<file path="src/rtl/ccs_pkg.sv">
// Shared constants and carrier types of the charge cycle sequencer
package ccs_pkg;
	// Register map
	localparam logic [7:0] STATUS_OFS = 8'h00;
	localparam logic [7:0] SUPPLY_OFS = 8'h01;
	localparam logic [7:0] CTRL_OFS = 8'h02;
	localparam logic [7:0] VREG_OFS = 8'h03;
	// Control register fields
	localparam int RESET_BIT = 7;
	localparam int TE_BIT = 2;
	localparam int CE_N_BIT = 1;
	localparam int HIZ_BIT = 0;
	localparam logic [7:0] CTRL_RESET = 8'h04;
	// Regulation voltage: 3.5 V plus 20 mV per code, code in bits 7:2
	localparam int VREG_LSB = 2;
	localparam logic [5:0] VREG_RESET = 6'h05;
	localparam logic [5:0] VREG_MAX = 6'h2f;
	// Fault field codes
	localparam logic [2:0] FAULT_NORMAL = 3'h0;
	localparam logic [2:0] FAULT_BAT_OVP = 3'h1;
	localparam logic [2:0] FAULT_NO_BAT = 3'h2;
	// Timing
	localparam int CLK_HZ = 20_000_000;
	localparam int CLK_NS = 1_000_000_000 / CLK_HZ;
	localparam int PULSE_NS = 128_000;
	localparam int PULSE_CYC = PULSE_NS / CLK_NS;
	localparam int OVP_DGL_US = 1000;
	localparam int OVP_DGL_CYC = (OVP_DGL_US * 1000 + CLK_NS - 1) / CLK_NS;
	localparam int DETECT_CYC = 1000;
	localparam int SHORT_DGL_CYC = 200;
	localparam int SHORT_REC_CYC = 2000;
	// Serial address, arbitrary value
	localparam logic [6:0] I2C_ADDR = 7'h2a;

	typedef struct packed {
		logic supply_valid;
		logic sys_above_reg;
		logic cv_phase;
		logic at_term;
		logic above_recharge;
		logic above_detect;
		logic bat_ovp;
		logic sys_at_min;
		logic chg_zero;
		logic load_rising;
		logic short_limit;
		logic below_uvlo;
	} ccs_sense_t;

	typedef struct packed {
		logic converter_on;
		logic fet_full;
		logic fet_linear;
		logic charge_on;
		logic full_current;
		logic current_reduce;
		logic supplement;
		logic sink_on;
		logic source_on;
	} ccs_drive_t;
endpackage

</file>
<file path="src/rtl/ccs_i2c_slave.sv">
// Serial register port slave with auto-incrementing register pointer
`timescale 1ns/1ps
module ccs_i2c_slave #(
	parameter logic [6:0] ADDR = ccs_pkg::I2C_ADDR
) (
	input wire logic clock,
	input wire logic rst_n,
	input wire logic scl_in,
	input wire logic sda_in,
	output logic sda_oe,
	output logic wr_stb,
	output logic rd_stb,
	output logic [7:0] reg_addr,
	output logic [7:0] wdata,
	input wire logic [7:0] rdata
);
	typedef enum logic [6:0] {
		CI_IDLE = 7'h01, CI_ADDR = 7'h02, CI_PTR = 7'h04, CI_WDATA = 7'h08,
		CI_ACK = 7'h10, CI_RDATA = 7'h20, CI_MACK = 7'h40
	} ccs_i2c_st_t;

	ccs_i2c_st_t st_reg, st_next, ret_reg, ret_next;
	logic scl_reg, sda_reg, oe_next, wr_next, rd_next, inc_reg, inc_next;
	logic [7:0] sh_reg, sh_next, ptr_next, wd_next;
	logic [3:0] cnt_reg, cnt_next;
	logic start, stop, rise, fall;

	assign start = scl_in & scl_reg & sda_reg & ~sda_in;
	assign stop = scl_in & scl_reg & ~sda_reg & sda_in;
	assign rise = scl_in & ~scl_reg;
	assign fall = ~scl_in & scl_reg;

	always_comb
	begin
		st_next = st_reg;
		ret_next = ret_reg;
		oe_next = sda_oe;
		wr_next = 1'b0;
		rd_next = 1'b0;
		inc_next = inc_reg;
		sh_next = sh_reg;
		ptr_next = reg_addr;
		wd_next = wdata;
		cnt_next = cnt_reg;
		if (start)
		begin
			st_next = CI_ADDR;
			cnt_next = 4'h0;
			oe_next = 1'b0;
		end
		else if (stop)
		begin
			st_next = CI_IDLE;
			oe_next = 1'b0;
		end
		else
		begin
			case (st_reg)
				CI_ADDR, CI_PTR, CI_WDATA:
				begin
					if (rise)
					begin
						sh_next = {sh_reg[6:0], sda_in};
						cnt_next = cnt_reg + 4'h1;
					end
					if (fall && cnt_reg == 4'h8)
					begin
						cnt_next = 4'h0;
						oe_next = 1'b1;
						st_next = CI_ACK;
						inc_next = 1'b0;
						if (st_reg == CI_ADDR)
						begin
							ret_next = sh_reg[0] ? CI_RDATA : CI_PTR;
							if (sh_reg[7:1] != ADDR)
							begin
								oe_next = 1'b0;
								st_next = CI_IDLE;
							end
						end
						else if (st_reg == CI_PTR)
						begin
							ptr_next = sh_reg;
							ret_next = CI_WDATA;
						end
						else
						begin
							wd_next = sh_reg;
							wr_next = 1'b1;
							inc_next = 1'b1;
							ret_next = CI_WDATA;
						end
					end
				end
				CI_ACK, CI_MACK:
				begin
					if (rise && st_reg == CI_MACK && sda_in)
						st_next = CI_IDLE;
					else if (fall)
					begin
						oe_next = 1'b0;
						st_next = ret_reg;
						if (inc_reg)
							ptr_next = reg_addr + 8'h1;
						if (ret_reg == CI_RDATA)
						begin
							sh_next = {rdata[6:0], 1'b0};
							oe_next = ~rdata[7];
							rd_next = 1'b1;
							cnt_next = 4'h1;
						end
					end
				end
				CI_RDATA:
				begin
					if (rise && cnt_reg == 4'h8)
						ptr_next = reg_addr + 8'h1;
					if (fall)
					begin
						if (cnt_reg == 4'h8)
						begin
							oe_next = 1'b0;
							st_next = CI_MACK;
							ret_next = CI_RDATA;
							inc_next = 1'b0;
						end
						else
						begin
							oe_next = ~sh_reg[7];
							sh_next = {sh_reg[6:0], 1'b0};
							cnt_next = cnt_reg + 4'h1;
						end
					end
				end
				default:
					st_next = CI_IDLE;
			endcase
		end
	end

	always_ff @(posedge clock or negedge rst_n)
	begin
		if (!rst_n)
		begin
			st_reg <= CI_IDLE;
			ret_reg <= CI_IDLE;
			scl_reg <= 1'b1;
			sda_reg <= 1'b1;
			sda_oe <= 1'b0;
			wr_stb <= 1'b0;
			rd_stb <= 1'b0;
			inc_reg <= 1'b0;
			sh_reg <= 8'h00;
			reg_addr <= 8'h00;
			wdata <= 8'h00;
			cnt_reg <= 4'h0;
		end
		else
		begin
			st_reg <= st_next;
			ret_reg <= ret_next;
			scl_reg <= scl_in;
			sda_reg <= sda_in;
			sda_oe <= oe_next;
			wr_stb <= wr_next;
			rd_stb <= rd_next;
			inc_reg <= inc_next;
			sh_reg <= sh_next;
			reg_addr <= ptr_next;
			wdata <= wd_next;
			cnt_reg <= cnt_next;
		end
	end
endmodule

</file>
<file path="src/rtl/ccs_top.sv">
// Charge cycle sequencer: charge, termination, detection, power path, faults
//
// Functional notes
// - Charging above system level, battery path full on
// - Regulation target programmable, 3.5V to 4.44V
// - Taper plus recharge level ends charge, detect
// - Termination bit 0 disables termination and detection
// - Recharge, supply, enable, reset, high-impedance restart charging
// - Sink test current one interval, then done
// - Sink voltage drop flags battery absent fault
// - Source short current one interval, then sink
// - Detection repeats; found battery clears fault, recharges
// - New supply: pulse, fault normal, supply flagged
// - Enable bit 1 of 0x02, active low
// - Enable bit high: path off, system regulated
// - Sagging system reduces current, then supplement mode
// - Overvoltage stops converter, path on to discharge
// - Overvoltage lasting deglitch reports fault
// - Overvoltage fault clears on recharge level, high-impedance
// - Battery-only short: path off, recover, retry
// - Battery-only undervoltage keeps battery path off
`timescale 1ns/1ps
module ccs_top #(
	parameter int DETECT_CYC = ccs_pkg::DETECT_CYC,
	parameter int SHORT_DGL_CYC = ccs_pkg::SHORT_DGL_CYC,
	parameter int SHORT_REC_CYC = ccs_pkg::SHORT_REC_CYC,
	parameter int OVP_DGL_CYC = ccs_pkg::OVP_DGL_CYC,
	parameter logic [6:0] I2C_ADDR = ccs_pkg::I2C_ADDR
) (
	input wire logic clock,
	input wire logic rst_n,
	input wire ccs_pkg::ccs_sense_t sense,
	input wire logic chip_disable_pin,
	input wire logic scl_in,
	input wire logic sda_in,
	output logic sda_out,
	output logic sda_oe,
	output ccs_pkg::ccs_drive_t drive,
	output logic stat_int,
	output logic [5:0] battery_regulation_voltage
);
	typedef enum logic [7:0] {
		CS_NO_INPUT = 8'h01, CS_SHORT = 8'h02, CS_HIZ = 8'h04, CS_STANDBY = 8'h08,
		CS_CHARGE = 8'h10, CS_SINK = 8'h20, CS_SOURCE = 8'h40, CS_DONE = 8'h80
	} ccs_state_t;

	function automatic logic [2:0] ccs_code(input ccs_state_t s);
		case (s)
			CS_NO_INPUT: ccs_code = 3'h0;
			CS_SHORT: ccs_code = 3'h1;
			CS_HIZ: ccs_code = 3'h2;
			CS_STANDBY: ccs_code = 3'h3;
			CS_CHARGE: ccs_code = 3'h4;
			CS_SINK: ccs_code = 3'h5;
			CS_SOURCE: ccs_code = 3'h6;
			default: ccs_code = 3'h7;
		endcase
	endfunction

	ccs_state_t st_reg, st_next;
	ccs_pkg::ccs_drive_t drive_next;
	logic [15:0] tmr_reg, tmr_next;
	logic [15:0] ovp_reg, ovp_next;
	logic [11:0] pls_reg, pls_next;
	logic [7:0] ctrl_reg, ctrl_next;
	logic [5:0] vreg_next;
	logic [2:0] fault_reg, fault_next;
	logic new_sup_reg, new_sup_next;
	logic sup_prev_reg, ce_prev_reg, hiz_prev_reg;
	logic stat_next;
	logic wr_stb, rd_stb;
	logic [7:0] reg_addr, wdata, rdata;
	logic te, ce_n, hiz_on, sup_rise, restart, supplement;

	ccs_i2c_slave #(
		.ADDR(I2C_ADDR)
	) u_port (
		.clock(clock),
		.rst_n(rst_n),
		.scl_in(scl_in),
		.sda_in(sda_in),
		.sda_oe(sda_oe),
		.wr_stb(wr_stb),
		.rd_stb(rd_stb),
		.reg_addr(reg_addr),
		.wdata(wdata),
		.rdata(rdata)
	);

	assign te = ctrl_reg[ccs_pkg::TE_BIT];
	assign ce_n = ctrl_reg[ccs_pkg::CE_N_BIT];
	assign hiz_on = ctrl_reg[ccs_pkg::HIZ_BIT] | chip_disable_pin;
	assign sup_rise = sense.supply_valid & ~sup_prev_reg;
	assign restart = sup_rise | (ce_n != ce_prev_reg) | ctrl_reg[ccs_pkg::RESET_BIT]
		| (ctrl_reg[ccs_pkg::HIZ_BIT] != hiz_prev_reg);
	assign supplement = sense.supply_valid & ~hiz_on & sense.sys_at_min
		& sense.chg_zero & sense.load_rising;

	////////////////////////////////////////////////////////////////////////////
	// Register file
	always_comb
	begin
		case (reg_addr)
			ccs_pkg::STATUS_OFS: rdata = {2'b00, ccs_code(st_reg), fault_reg};
			ccs_pkg::SUPPLY_OFS: rdata = {6'h00, sense.supply_valid, new_sup_reg};
			ccs_pkg::CTRL_OFS: rdata = ctrl_reg;
			ccs_pkg::VREG_OFS: rdata = {battery_regulation_voltage, 2'b00};
			default: rdata = 8'h00;
		endcase
	end

	always_comb
	begin
		ctrl_next = ctrl_reg;
		ctrl_next[ccs_pkg::RESET_BIT] = 1'b0;
		vreg_next = battery_regulation_voltage;
		if (wr_stb && reg_addr == ccs_pkg::CTRL_OFS)
			ctrl_next = wdata;
		if (wr_stb && reg_addr == ccs_pkg::VREG_OFS)
		begin
			vreg_next = wdata[7:ccs_pkg::VREG_LSB];
			if (vreg_next > ccs_pkg::VREG_MAX)
				vreg_next = ccs_pkg::VREG_MAX;
		end
	end

	always_ff @(posedge clock or negedge rst_n)
	begin
		if (!rst_n)
		begin
			ctrl_reg <= ccs_pkg::CTRL_RESET;
			battery_regulation_voltage <= ccs_pkg::VREG_RESET;
			sup_prev_reg <= 1'b0;
			ce_prev_reg <= ccs_pkg::CTRL_RESET[ccs_pkg::CE_N_BIT];
			hiz_prev_reg <= ccs_pkg::CTRL_RESET[ccs_pkg::HIZ_BIT];
			sda_out <= 1'b0;
		end
		else
		begin
			ctrl_reg <= ctrl_next;
			battery_regulation_voltage <= vreg_next;
			sup_prev_reg <= sense.supply_valid;
			ce_prev_reg <= ce_n;
			hiz_prev_reg <= ctrl_reg[ccs_pkg::HIZ_BIT];
			sda_out <= 1'b0;
		end
	end

	////////////////////////////////////////////////////////////////////////////
	// Charge sequence
	always_comb
	begin
		st_next = st_reg;
		tmr_next = tmr_reg + 16'h1;
		if (!sense.supply_valid)
		begin
			if (st_reg == CS_SHORT)
			begin
				if (tmr_reg == 16'(SHORT_DGL_CYC + SHORT_REC_CYC - 1))
					st_next = CS_NO_INPUT;
			end
			else if (sense.short_limit && !sense.below_uvlo)
			begin
				st_next = CS_SHORT;
				tmr_next = 16'h0;
			end
			else
				st_next = CS_NO_INPUT;
		end
		else if (hiz_on)
			st_next = CS_HIZ;
		else if (ce_n)
			st_next = CS_STANDBY;
		else if (restart || st_reg == CS_NO_INPUT || st_reg == CS_SHORT
			|| st_reg == CS_HIZ || st_reg == CS_STANDBY)
			st_next = CS_CHARGE;
		else
		begin
			case (st_reg)
				CS_CHARGE:
				begin
					if (te && sense.cv_phase && sense.at_term && sense.above_recharge)
					begin
						st_next = CS_SINK;
						tmr_next = 16'h0;
					end
				end
				CS_SINK:
				begin
					if (!te)
						st_next = CS_CHARGE;
					else if (!sense.above_detect)
					begin
						st_next = CS_SOURCE;
						tmr_next = 16'h0;
					end
					else if (tmr_reg == 16'(DETECT_CYC - 1))
						st_next = (fault_reg == ccs_pkg::FAULT_NO_BAT) ? CS_CHARGE : CS_DONE;
				end
				CS_SOURCE:
				begin
					if (!te)
						st_next = CS_CHARGE;
					else if (tmr_reg == 16'(DETECT_CYC - 1))
					begin
						st_next = CS_SINK;
						tmr_next = 16'h0;
					end
				end
				CS_DONE:
				begin
					if (!sense.above_recharge)
						st_next = CS_CHARGE;
				end
				default:
					st_next = CS_CHARGE;
			endcase
		end
	end

	////////////////////////////////////////////////////////////////////////////
	// Faults, supply status and host pulse
	always_comb
	begin
		fault_next = fault_reg;
		new_sup_next = new_sup_reg;
		pls_next = pls_reg;
		stat_next = 1'b0;
		ovp_next = sense.bat_ovp ? ovp_reg : 16'h0;
		if (sense.bat_ovp && ovp_reg != 16'(OVP_DGL_CYC))
			ovp_next = ovp_reg + 16'h1;
		if (pls_reg != 12'h0)
		begin
			pls_next = pls_reg - 12'h1;
			stat_next = 1'b1;
		end
		if (rd_stb && reg_addr == ccs_pkg::SUPPLY_OFS)
			new_sup_next = 1'b0;
		if (fault_reg == ccs_pkg::FAULT_BAT_OVP && (!sense.above_recharge || hiz_on))
			fault_next = ccs_pkg::FAULT_NORMAL;
		if (st_reg == CS_SINK && st_next == CS_CHARGE && sense.above_detect)
			fault_next = ccs_pkg::FAULT_NORMAL;
		if (st_reg == CS_SINK && st_next == CS_SOURCE)
			fault_next = ccs_pkg::FAULT_NO_BAT;
		if (sup_rise)
		begin
			fault_next = ccs_pkg::FAULT_NORMAL;
			new_sup_next = 1'b1;
			pls_next = 12'(ccs_pkg::PULSE_CYC - 1);
			stat_next = 1'b1;
		end
		if (ovp_reg == 16'(OVP_DGL_CYC - 1) && sense.bat_ovp)
			fault_next = ccs_pkg::FAULT_BAT_OVP;
	end

	////////////////////////////////////////////////////////////////////////////
	// Power path drive
	always_comb
	begin
		drive_next = '0;
		drive_next.supplement = supplement;
		drive_next.converter_on = sense.supply_valid & ~hiz_on & ~sense.bat_ovp;
		case (st_next)
			CS_NO_INPUT:
				drive_next.fet_full = ~sense.below_uvlo;
			CS_CHARGE:
			begin
				drive_next.fet_full = sense.sys_above_reg;
				drive_next.fet_linear = ~sense.sys_above_reg;
				drive_next.charge_on = ~supplement;
				drive_next.full_current = sense.sys_above_reg & ~sense.sys_at_min;
				drive_next.current_reduce = sense.sys_at_min;
			end
			CS_SINK:
				drive_next.sink_on = 1'b1;
			CS_SOURCE:
				drive_next.source_on = ~sense.above_detect;
			default:
				drive_next.fet_full = 1'b0;
		endcase
		if (supplement)
			drive_next.fet_full = 1'b1;
		if (sense.bat_ovp && sense.supply_valid)
		begin
			drive_next.fet_full = 1'b1;
			drive_next.charge_on = 1'b0;
			drive_next.fet_linear = 1'b0;
		end
	end

	always_ff @(posedge clock or negedge rst_n)
	begin
		if (!rst_n)
		begin
			st_reg <= CS_NO_INPUT;
			tmr_reg <= 16'h0;
			ovp_reg <= 16'h0;
			pls_reg <= 12'h0;
			fault_reg <= ccs_pkg::FAULT_NORMAL;
			new_sup_reg <= 1'b0;
			stat_int <= 1'b0;
			drive <= '0;
		end
		else
		begin
			st_reg <= st_next;
			tmr_reg <= tmr_next;
			ovp_reg <= ovp_next;
			pls_reg <= pls_next;
			fault_reg <= fault_next;
			new_sup_reg <= new_sup_next;
			stat_int <= stat_next;
			drive <= drive_next;
		end
	end
endmodule

</file>
<file path="config.mk">
export PLATFORM = sky130hd
export DESIGN_NAME = ccs_top
export DESIGN_NICKNAME = d
export VERILOG_FILES = /design/src/rtl/ccs_pkg.sv /design/src/rtl/ccs_i2c_slave.sv /design/src/rtl/ccs_top.sv
export SDC_FILE = /design/constraint.sdc
export NUM_CORES = 1
export LEC_CHECK = 0
export BUFFER_PORTS_ARGS = -buffer_cell sky130_fd_sc_hd__buf_2
export CORE_MARGIN = 1.5
export CORE_UTILIZATION = 40
export DETAILED_ROUTE_END_ITERATION = 16
export MAX_ROUTING_LAYER = met4
export PLACE_DENSITY = 0.57
export SLEW_MARGIN = 10
export SYNTH_ARGS = -nofsm -noshare
export SYNTH_HDL_FRONTEND = slang
export SYNTH_SLANG_ARGS = --single-unit
</file>
<file path="constraint.sdc">
create_clock -name clock -period 2.8 [get_ports clock]
set_input_delay 0.42 -clock clock [delete_from_list [all_inputs] [get_ports clock]]
set_output_delay 0.42 -clock clock [all_outputs]
set_load 0.05 [all_outputs]
</file>
### Word-level counts from Yosys, hierarchy flattened

Cells that the tools add are included.

* register bits after elaboration: 131
* bits of input ports: 17
* output and inout port bits: 18

* equal/unequal tests: 58
* reductions and logical operators: 43
* order comparisons: 1
* bitwise operators: 36
* muxes and demuxes: 119
* add/sub/neg operators: 5

Operators with widths (number)
* 8-bit two-way mux: 28
* 16-bit two-way mux: 13
* 7-bit two-way mux: 12
* 8-bit one-hot mux with 4 select lines: 2
* 16-bit one-hot mux with 3 select lines: 1
* 8-bit one-hot mux with 3 select lines: 2
* 4-bit two-way mux: 10
* 16-bit by 1-bit adder with 16-bit output (second input constant): 2
* 1-bit two-way mux: 32
* 8-bit by 1-bit equality test with 1-bit output (second input constant): 3
* 8-bit by 2-bit equality test with 1-bit output (second input constant): 3
* 12-bit two-way mux: 2
* 2-bit by 1-bit inequality test with 1-bit output (second input constant): 11
* 3-bit one-hot mux with 7 select lines: 1
* 7-bit one-hot mux with 3 select lines: 1
* 4-bit by 1-bit inequality test with 1-bit output (second input constant): 5
* 1-bit logical AND: 18
* 3-bit two-way mux: 6
* 1-bit NOT: 18
* 16-bit by 10-bit equality test with 1-bit output (second input constant): 1
* 16-bit by 12-bit equality test with 1-bit output (second input constant): 1
* 16-bit by 15-bit equality test with 1-bit output (second input constant): 1
* 8-bit by 5-bit equality test with 1-bit output (second input constant): 2
* 8-bit by 6-bit equality test with 1-bit output (second input constant): 2
* 50 further kinds: 85

### Longest topological paths before layout

* word-level depth: 20
* depth in mapped cells: 8
* depth with buffers taken out: 8

### Cells and area by module

A second synthesis with hierarchy kept.

* cell total of the unflattened synthesis: 732
* area, all modules: 7013.0 um^2

By module, submodules not included
* ccs_top: area each 4426.7 um^2, instances 1, cells each 461
* ccs_i2c_slave: area each 2586.2 um^2, instances 1, cells each 271

### Worst setup path after synthesis

OpenSTA, ideal clock, no wires.

* kind: reg-to-reg
* start point: register u_port.cnt_reg[0]
* end point: register u_port.reg_addr[1]
* slack: 481 ps
* data required time: 2674 ps
* stages on the path, launching flop included: 9
* period minus slack after synthesis: 2319 ps
* arrival: 2193 ps
* path buffers: 1
* cells stage by stage: dfrtp_1 -> inv_1 -> ha_1 -> and3b_1 -> a211oi_1 -> a2111oi_1 -> and2_1 -> buf_4 -> a31oi_1

* cells in the longest elaborated chain, start to end: 4

RTL lines
* start: declaration: RTL line ccs_i2c_slave.sv:25 `logic [3:0] cnt_reg, cnt_next;`
* start signal: assignment: RTL line ccs_i2c_slave.sv:171 `cnt_reg <= cnt_next;`
* 4-bit equality test (*): RTL line ccs_i2c_slave.sv:66, ccs_i2c_slave.sv:116
* 1-bit logical AND, on equally long branches: RTL line ccs_i2c_slave.sv:116, ccs_i2c_slave.sv:66
* 2-bit by 1-bit inequality test with 1-bit output (no source line)
* 10-bit AND reduction (no source line) (*)
* end signal: assignment: RTL line ccs_i2c_slave.sv:169 `reg_addr <= ptr_next;`
* end: declaration: RTL line ccs_i2c_slave.sv:13 `output logic [7:0] reg_addr,`

Mark *: on every way between the ends. The rest lies on a longest branch, timed or not.
A chain may end at the register's enable or synchronous reset.

### Final worst setup path

* start point: register pls_reg[0]
* end point: register pls_reg[2]

* cells in the longest elaborated chain, start to end: 3

RTL lines
* start: declaration: RTL line ccs_top.sv:64 `logic [11:0] pls_reg, pls_next;`
* start signal: assignment: RTL line ccs_top.sv:309 `pls_reg <= pls_next;`
* 12-bit by 1-bit subtractor with 12-bit output: RTL line ccs_top.sv:234 `pls_next = pls_reg - 12'h1;`
* 12-bit two-way mux: RTL line ccs_top.sv:232 `if (pls_reg != 12'h0)`
* 12-bit two-way mux: RTL line ccs_top.sv:245 `if (sup_rise)`

Parallel ways exist; a longest one is shown, timed or not. The select of a mux whose other input is x is not followed.

==> flow_summary_export.csv <==
group,metric,value,unit
run_status,status,"complete, no violations",
clocking,cts_sinks,127,
placement,placed_cells,960,
floorplanning,die_x,135,µm
grt,busiest_layer,"met2",
floorplanning,io_pins,35,
final_layout,fin_nets,787,
logic_synthesis,ys_types,76,
detailed_routing,wl_per_cell,17.2,µm
floorplanning,rows,47,
detailed_routing,drtIter0Drc,402,
floorplanning,fp.dieH,135,µm
clocking,clock_latency,420,ps
grt,antenna_found_initial,0,
job,maxCapViolations,0,
grt,use_met2,31.1,%
power_and_ir_drop,design_power_total,4550,µW
clocking,postCtsHoldBufs,1,
logic_synthesis,ys_ff_latch,127,
logic_synthesis,synth_area,6930,µm²
worst_setup_path,r2r-start,"pls_reg[0]",
worst_setup_path,critPathCapture,"pls_reg[2]",
timing,relSlewSlack,49.0,%
worst_setup_path,path_class,"register to register",
logic_synthesis,synth_edf_count,0,
detailed_routing,wirelength,17100,µm
grt,grt_max_degree,47,
detailed_routing,firstDrtPassIters,6,
worst_setup_path,crit_fanout,5,
placement,port_buffers,33,
logic_synthesis,synth_fp_nets,741,
logic_synthesis,ys.flop_type,"dfrtp_1",
worst_setup_path,r2r_slack,300,ps
floorplanning,initial_utilization,41.3,%
clocking,ctsResizeCount,0,
final_layout,final_cells,993,
timing,slew_violations,0,
floorplanning,dieArea,18100,µm²
clocking,h-tree-depth,4,
worst_setup_path,crit_arrival,2780,ps
grt,grt_pass1_vias,5676,
placement,dp_hpwl,12200,µm
clocking,numCtsBuffers,17,
timing,fin_skew,10.2,ps
timing,finalCritPeriodShare,89.5,%
timing,rsz0062_at_grt,"no",
clocking,clock_tree.root_cell,"clkbuf_16",
logic_synthesis,avgSynthCellArea,9.70,µm²
grt,grt_util_met3,5.26,%
final_layout,area_delta_synth_final,15.6,%
worst_setup_path,r2r-end,"pls_reg[2]",
power_and_ir_drop,vdd_ir_drop_max,0.000472,V
grt,grt_usage,20.7,%
grt,gr-total-overflow,0,
grt,grt_pass1_wl,28700,µm
timing,worst_pin_slew,761,ps
worst_setup_path,startpoint,"pls_reg[0]",
placement,finalWeightedCongestion,0.887,
power_and_ir_drop,p_leak,0.00340,µW
timing,fin_crit,2500,ps
timing,setup_viol,0,
final_layout,antenna_cells,0,
timing,setup_tns,0,ps
worst_setup_path,worst_ep_required_time,3080,ps
detailed_routing,vias,5698,
logic_synthesis,synth_seq_area_share,46.0,%
logic_synthesis,ys_warn_count,0,
power_and_ir_drop,powerDensity,568,nW/µm²
clocking,cts.clk_slew.worst_paths,50,ps
final_layout,drive_above_1_share,17.7,%
timing,hold_viol_final,0,
logic_synthesis,synthCells,714,
detailed_routing,drc,0,
timing,fmax,0.399,GHz
detailed_routing,via_per_inst,5.74,
worst_setup_path,worst_setup_path_start_kind,"register",
detailed_routing,drtAntennaViolNets,0,
floorplanning,core_area,16800,µm²
clocking,cts_setup_buffers,0,
worst_setup_path,critPathCaptureType,"register",
clocking,cts.path.max_buffers,2,
worst_setup_path,rr_worst_depth,7,
logic_synthesis,async_flop_share,100,%
worst_hold_path,hold_path_class,"primary input to register",
clocking,cts_tree,"yes",
grt,grt_use_met1,27.5,%
[kinds of logic (layout without fill, tap and decap cells)]
logic type	after synthesis	count (layout)	synth area share [%]
muxes	26	26	4.12
adders and majority gates	10	10	1.81
xor gates and xnor gates	40	40	5.06
AOI/OAI and AO/OA	159	159	16.0
buffers and inverters	60	119	3.81
other	1	1	0.0541
and+or+nand+nor	291	291	23.1
DFF	127	127	46.0
[critical path, cell delays in order, from the launching register on]
cell and delay, ps:
dfrtp_1 400, inv_1 60, ha_1 150, or4b_2 650, or3_1 390, o41ai_1 470, xnor2_1 180, nand2_1 60
[cell type report]
class / count / area (µm²)
clock buffer: 21 / 460
tap: 220 / 275
fill: 1603 / 8750
clock inverter: 11 / 116
timing repair buffer: 58 / 383
inverter: 29 / 109
sequential: 127 / 3190
multi-input combinational: 527 / 3480
[layout by cell type, fill, tap and decap left out, types with 8 or more instances in the layout]
master	n
nand4_1	23
o21ai_0	37
buf_2	32
nor3_1	22
mux2_2	20
inv_1	29
dfrtp_1	119
nor2b_1	11
nor2_1	52
ha_1	10
a21oi_1	29
xor2_1	14
nor3b_1	9
nor4_1	11
a31oi_1	9
clkbuf_16	17
o211ai_1	8
buf_4	23
and2_1	14
nand2_1	62
dfstp_2	8
nand3_1	21
nand2b_1	11
xnor2_1	26
or3_1	11
[power by group]
group / switching, µW / internal, µW / total (µW)
Sequential: 85.2 / 1920 / 2000
Combinational: 229 / 145 / 374
Clock: 827 / 1350 / 2180
[stage by stage]
stage	util, %	setup slack, ps	cell area (µm²)	hold slack [ps]
after global placement	44.3	376	7420	434
after CTS	47.8	295	8010	130
after global routing	47.8	191	8010	138
after floorplan	-	481	6930	124
final	47.8	295	8010	145
after detailed placement	44.3	323	7420	444
[synthesized netlist by cell type, types with 7 or more instances]
master | number | area, µm²
mux2_2 | 20 | 225
dfstp_2 | 8 | 210
nand2_1 | 62 | 233
inv_1 | 29 | 109
nand4_1 | 23 | 144
a21oi_1 | 29 | 145
o211ai_1 | 8 | 60.1
clkbuf_1 | 20 | 75.1
a21boi_0 | 7 | 52.6
nor3b_1 | 9 | 67.6
nor3_1 | 22 | 110
ha_1 | 10 | 125
o31ai_1 | 7 | 52.6
nor2_1 | 52 | 195
a31oi_1 | 9 | 56.3
nor2b_1 | 11 | 68.8
nor4_1 | 11 | 68.8
nand2b_1 | 11 | 68.8
xor2_1 | 14 | 123
xnor2_1 | 26 | 228
o21ai_0 | 37 | 185
nand3_1 | 21 | 105
and2_1 | 14 | 87.6
dfrtp_1 | 119 | 2980
or3_1 | 11 | 68.8
[how the worst min path moves through the flow]
stage / startpoint / endpoint / slack, ps / cells past startpoint
finish: scl_in / u_port.scl_reg / 140 / 1
global route: scl_in / u_port.scl_reg / 140 / 1
CTS: scl_in / u_port.scl_reg / 130 / 1
detailed placement: rst_n / ovp_reg[14] / 440 / 1
global placement: rst_n / ovp_reg[14] / 430 / 1
floorplan: rst_n / battery_regulation_voltage[1] / 120 / 0
[per-layer routing]
metal / wire length [µm] / up-vias
met5: 0 / -
met4: 197 / 0
met3: 777 / 16
met2: 7950 / 123
met1: 8130 / 2835
li1: - / 2724
(Power assumes the default switching activity.)
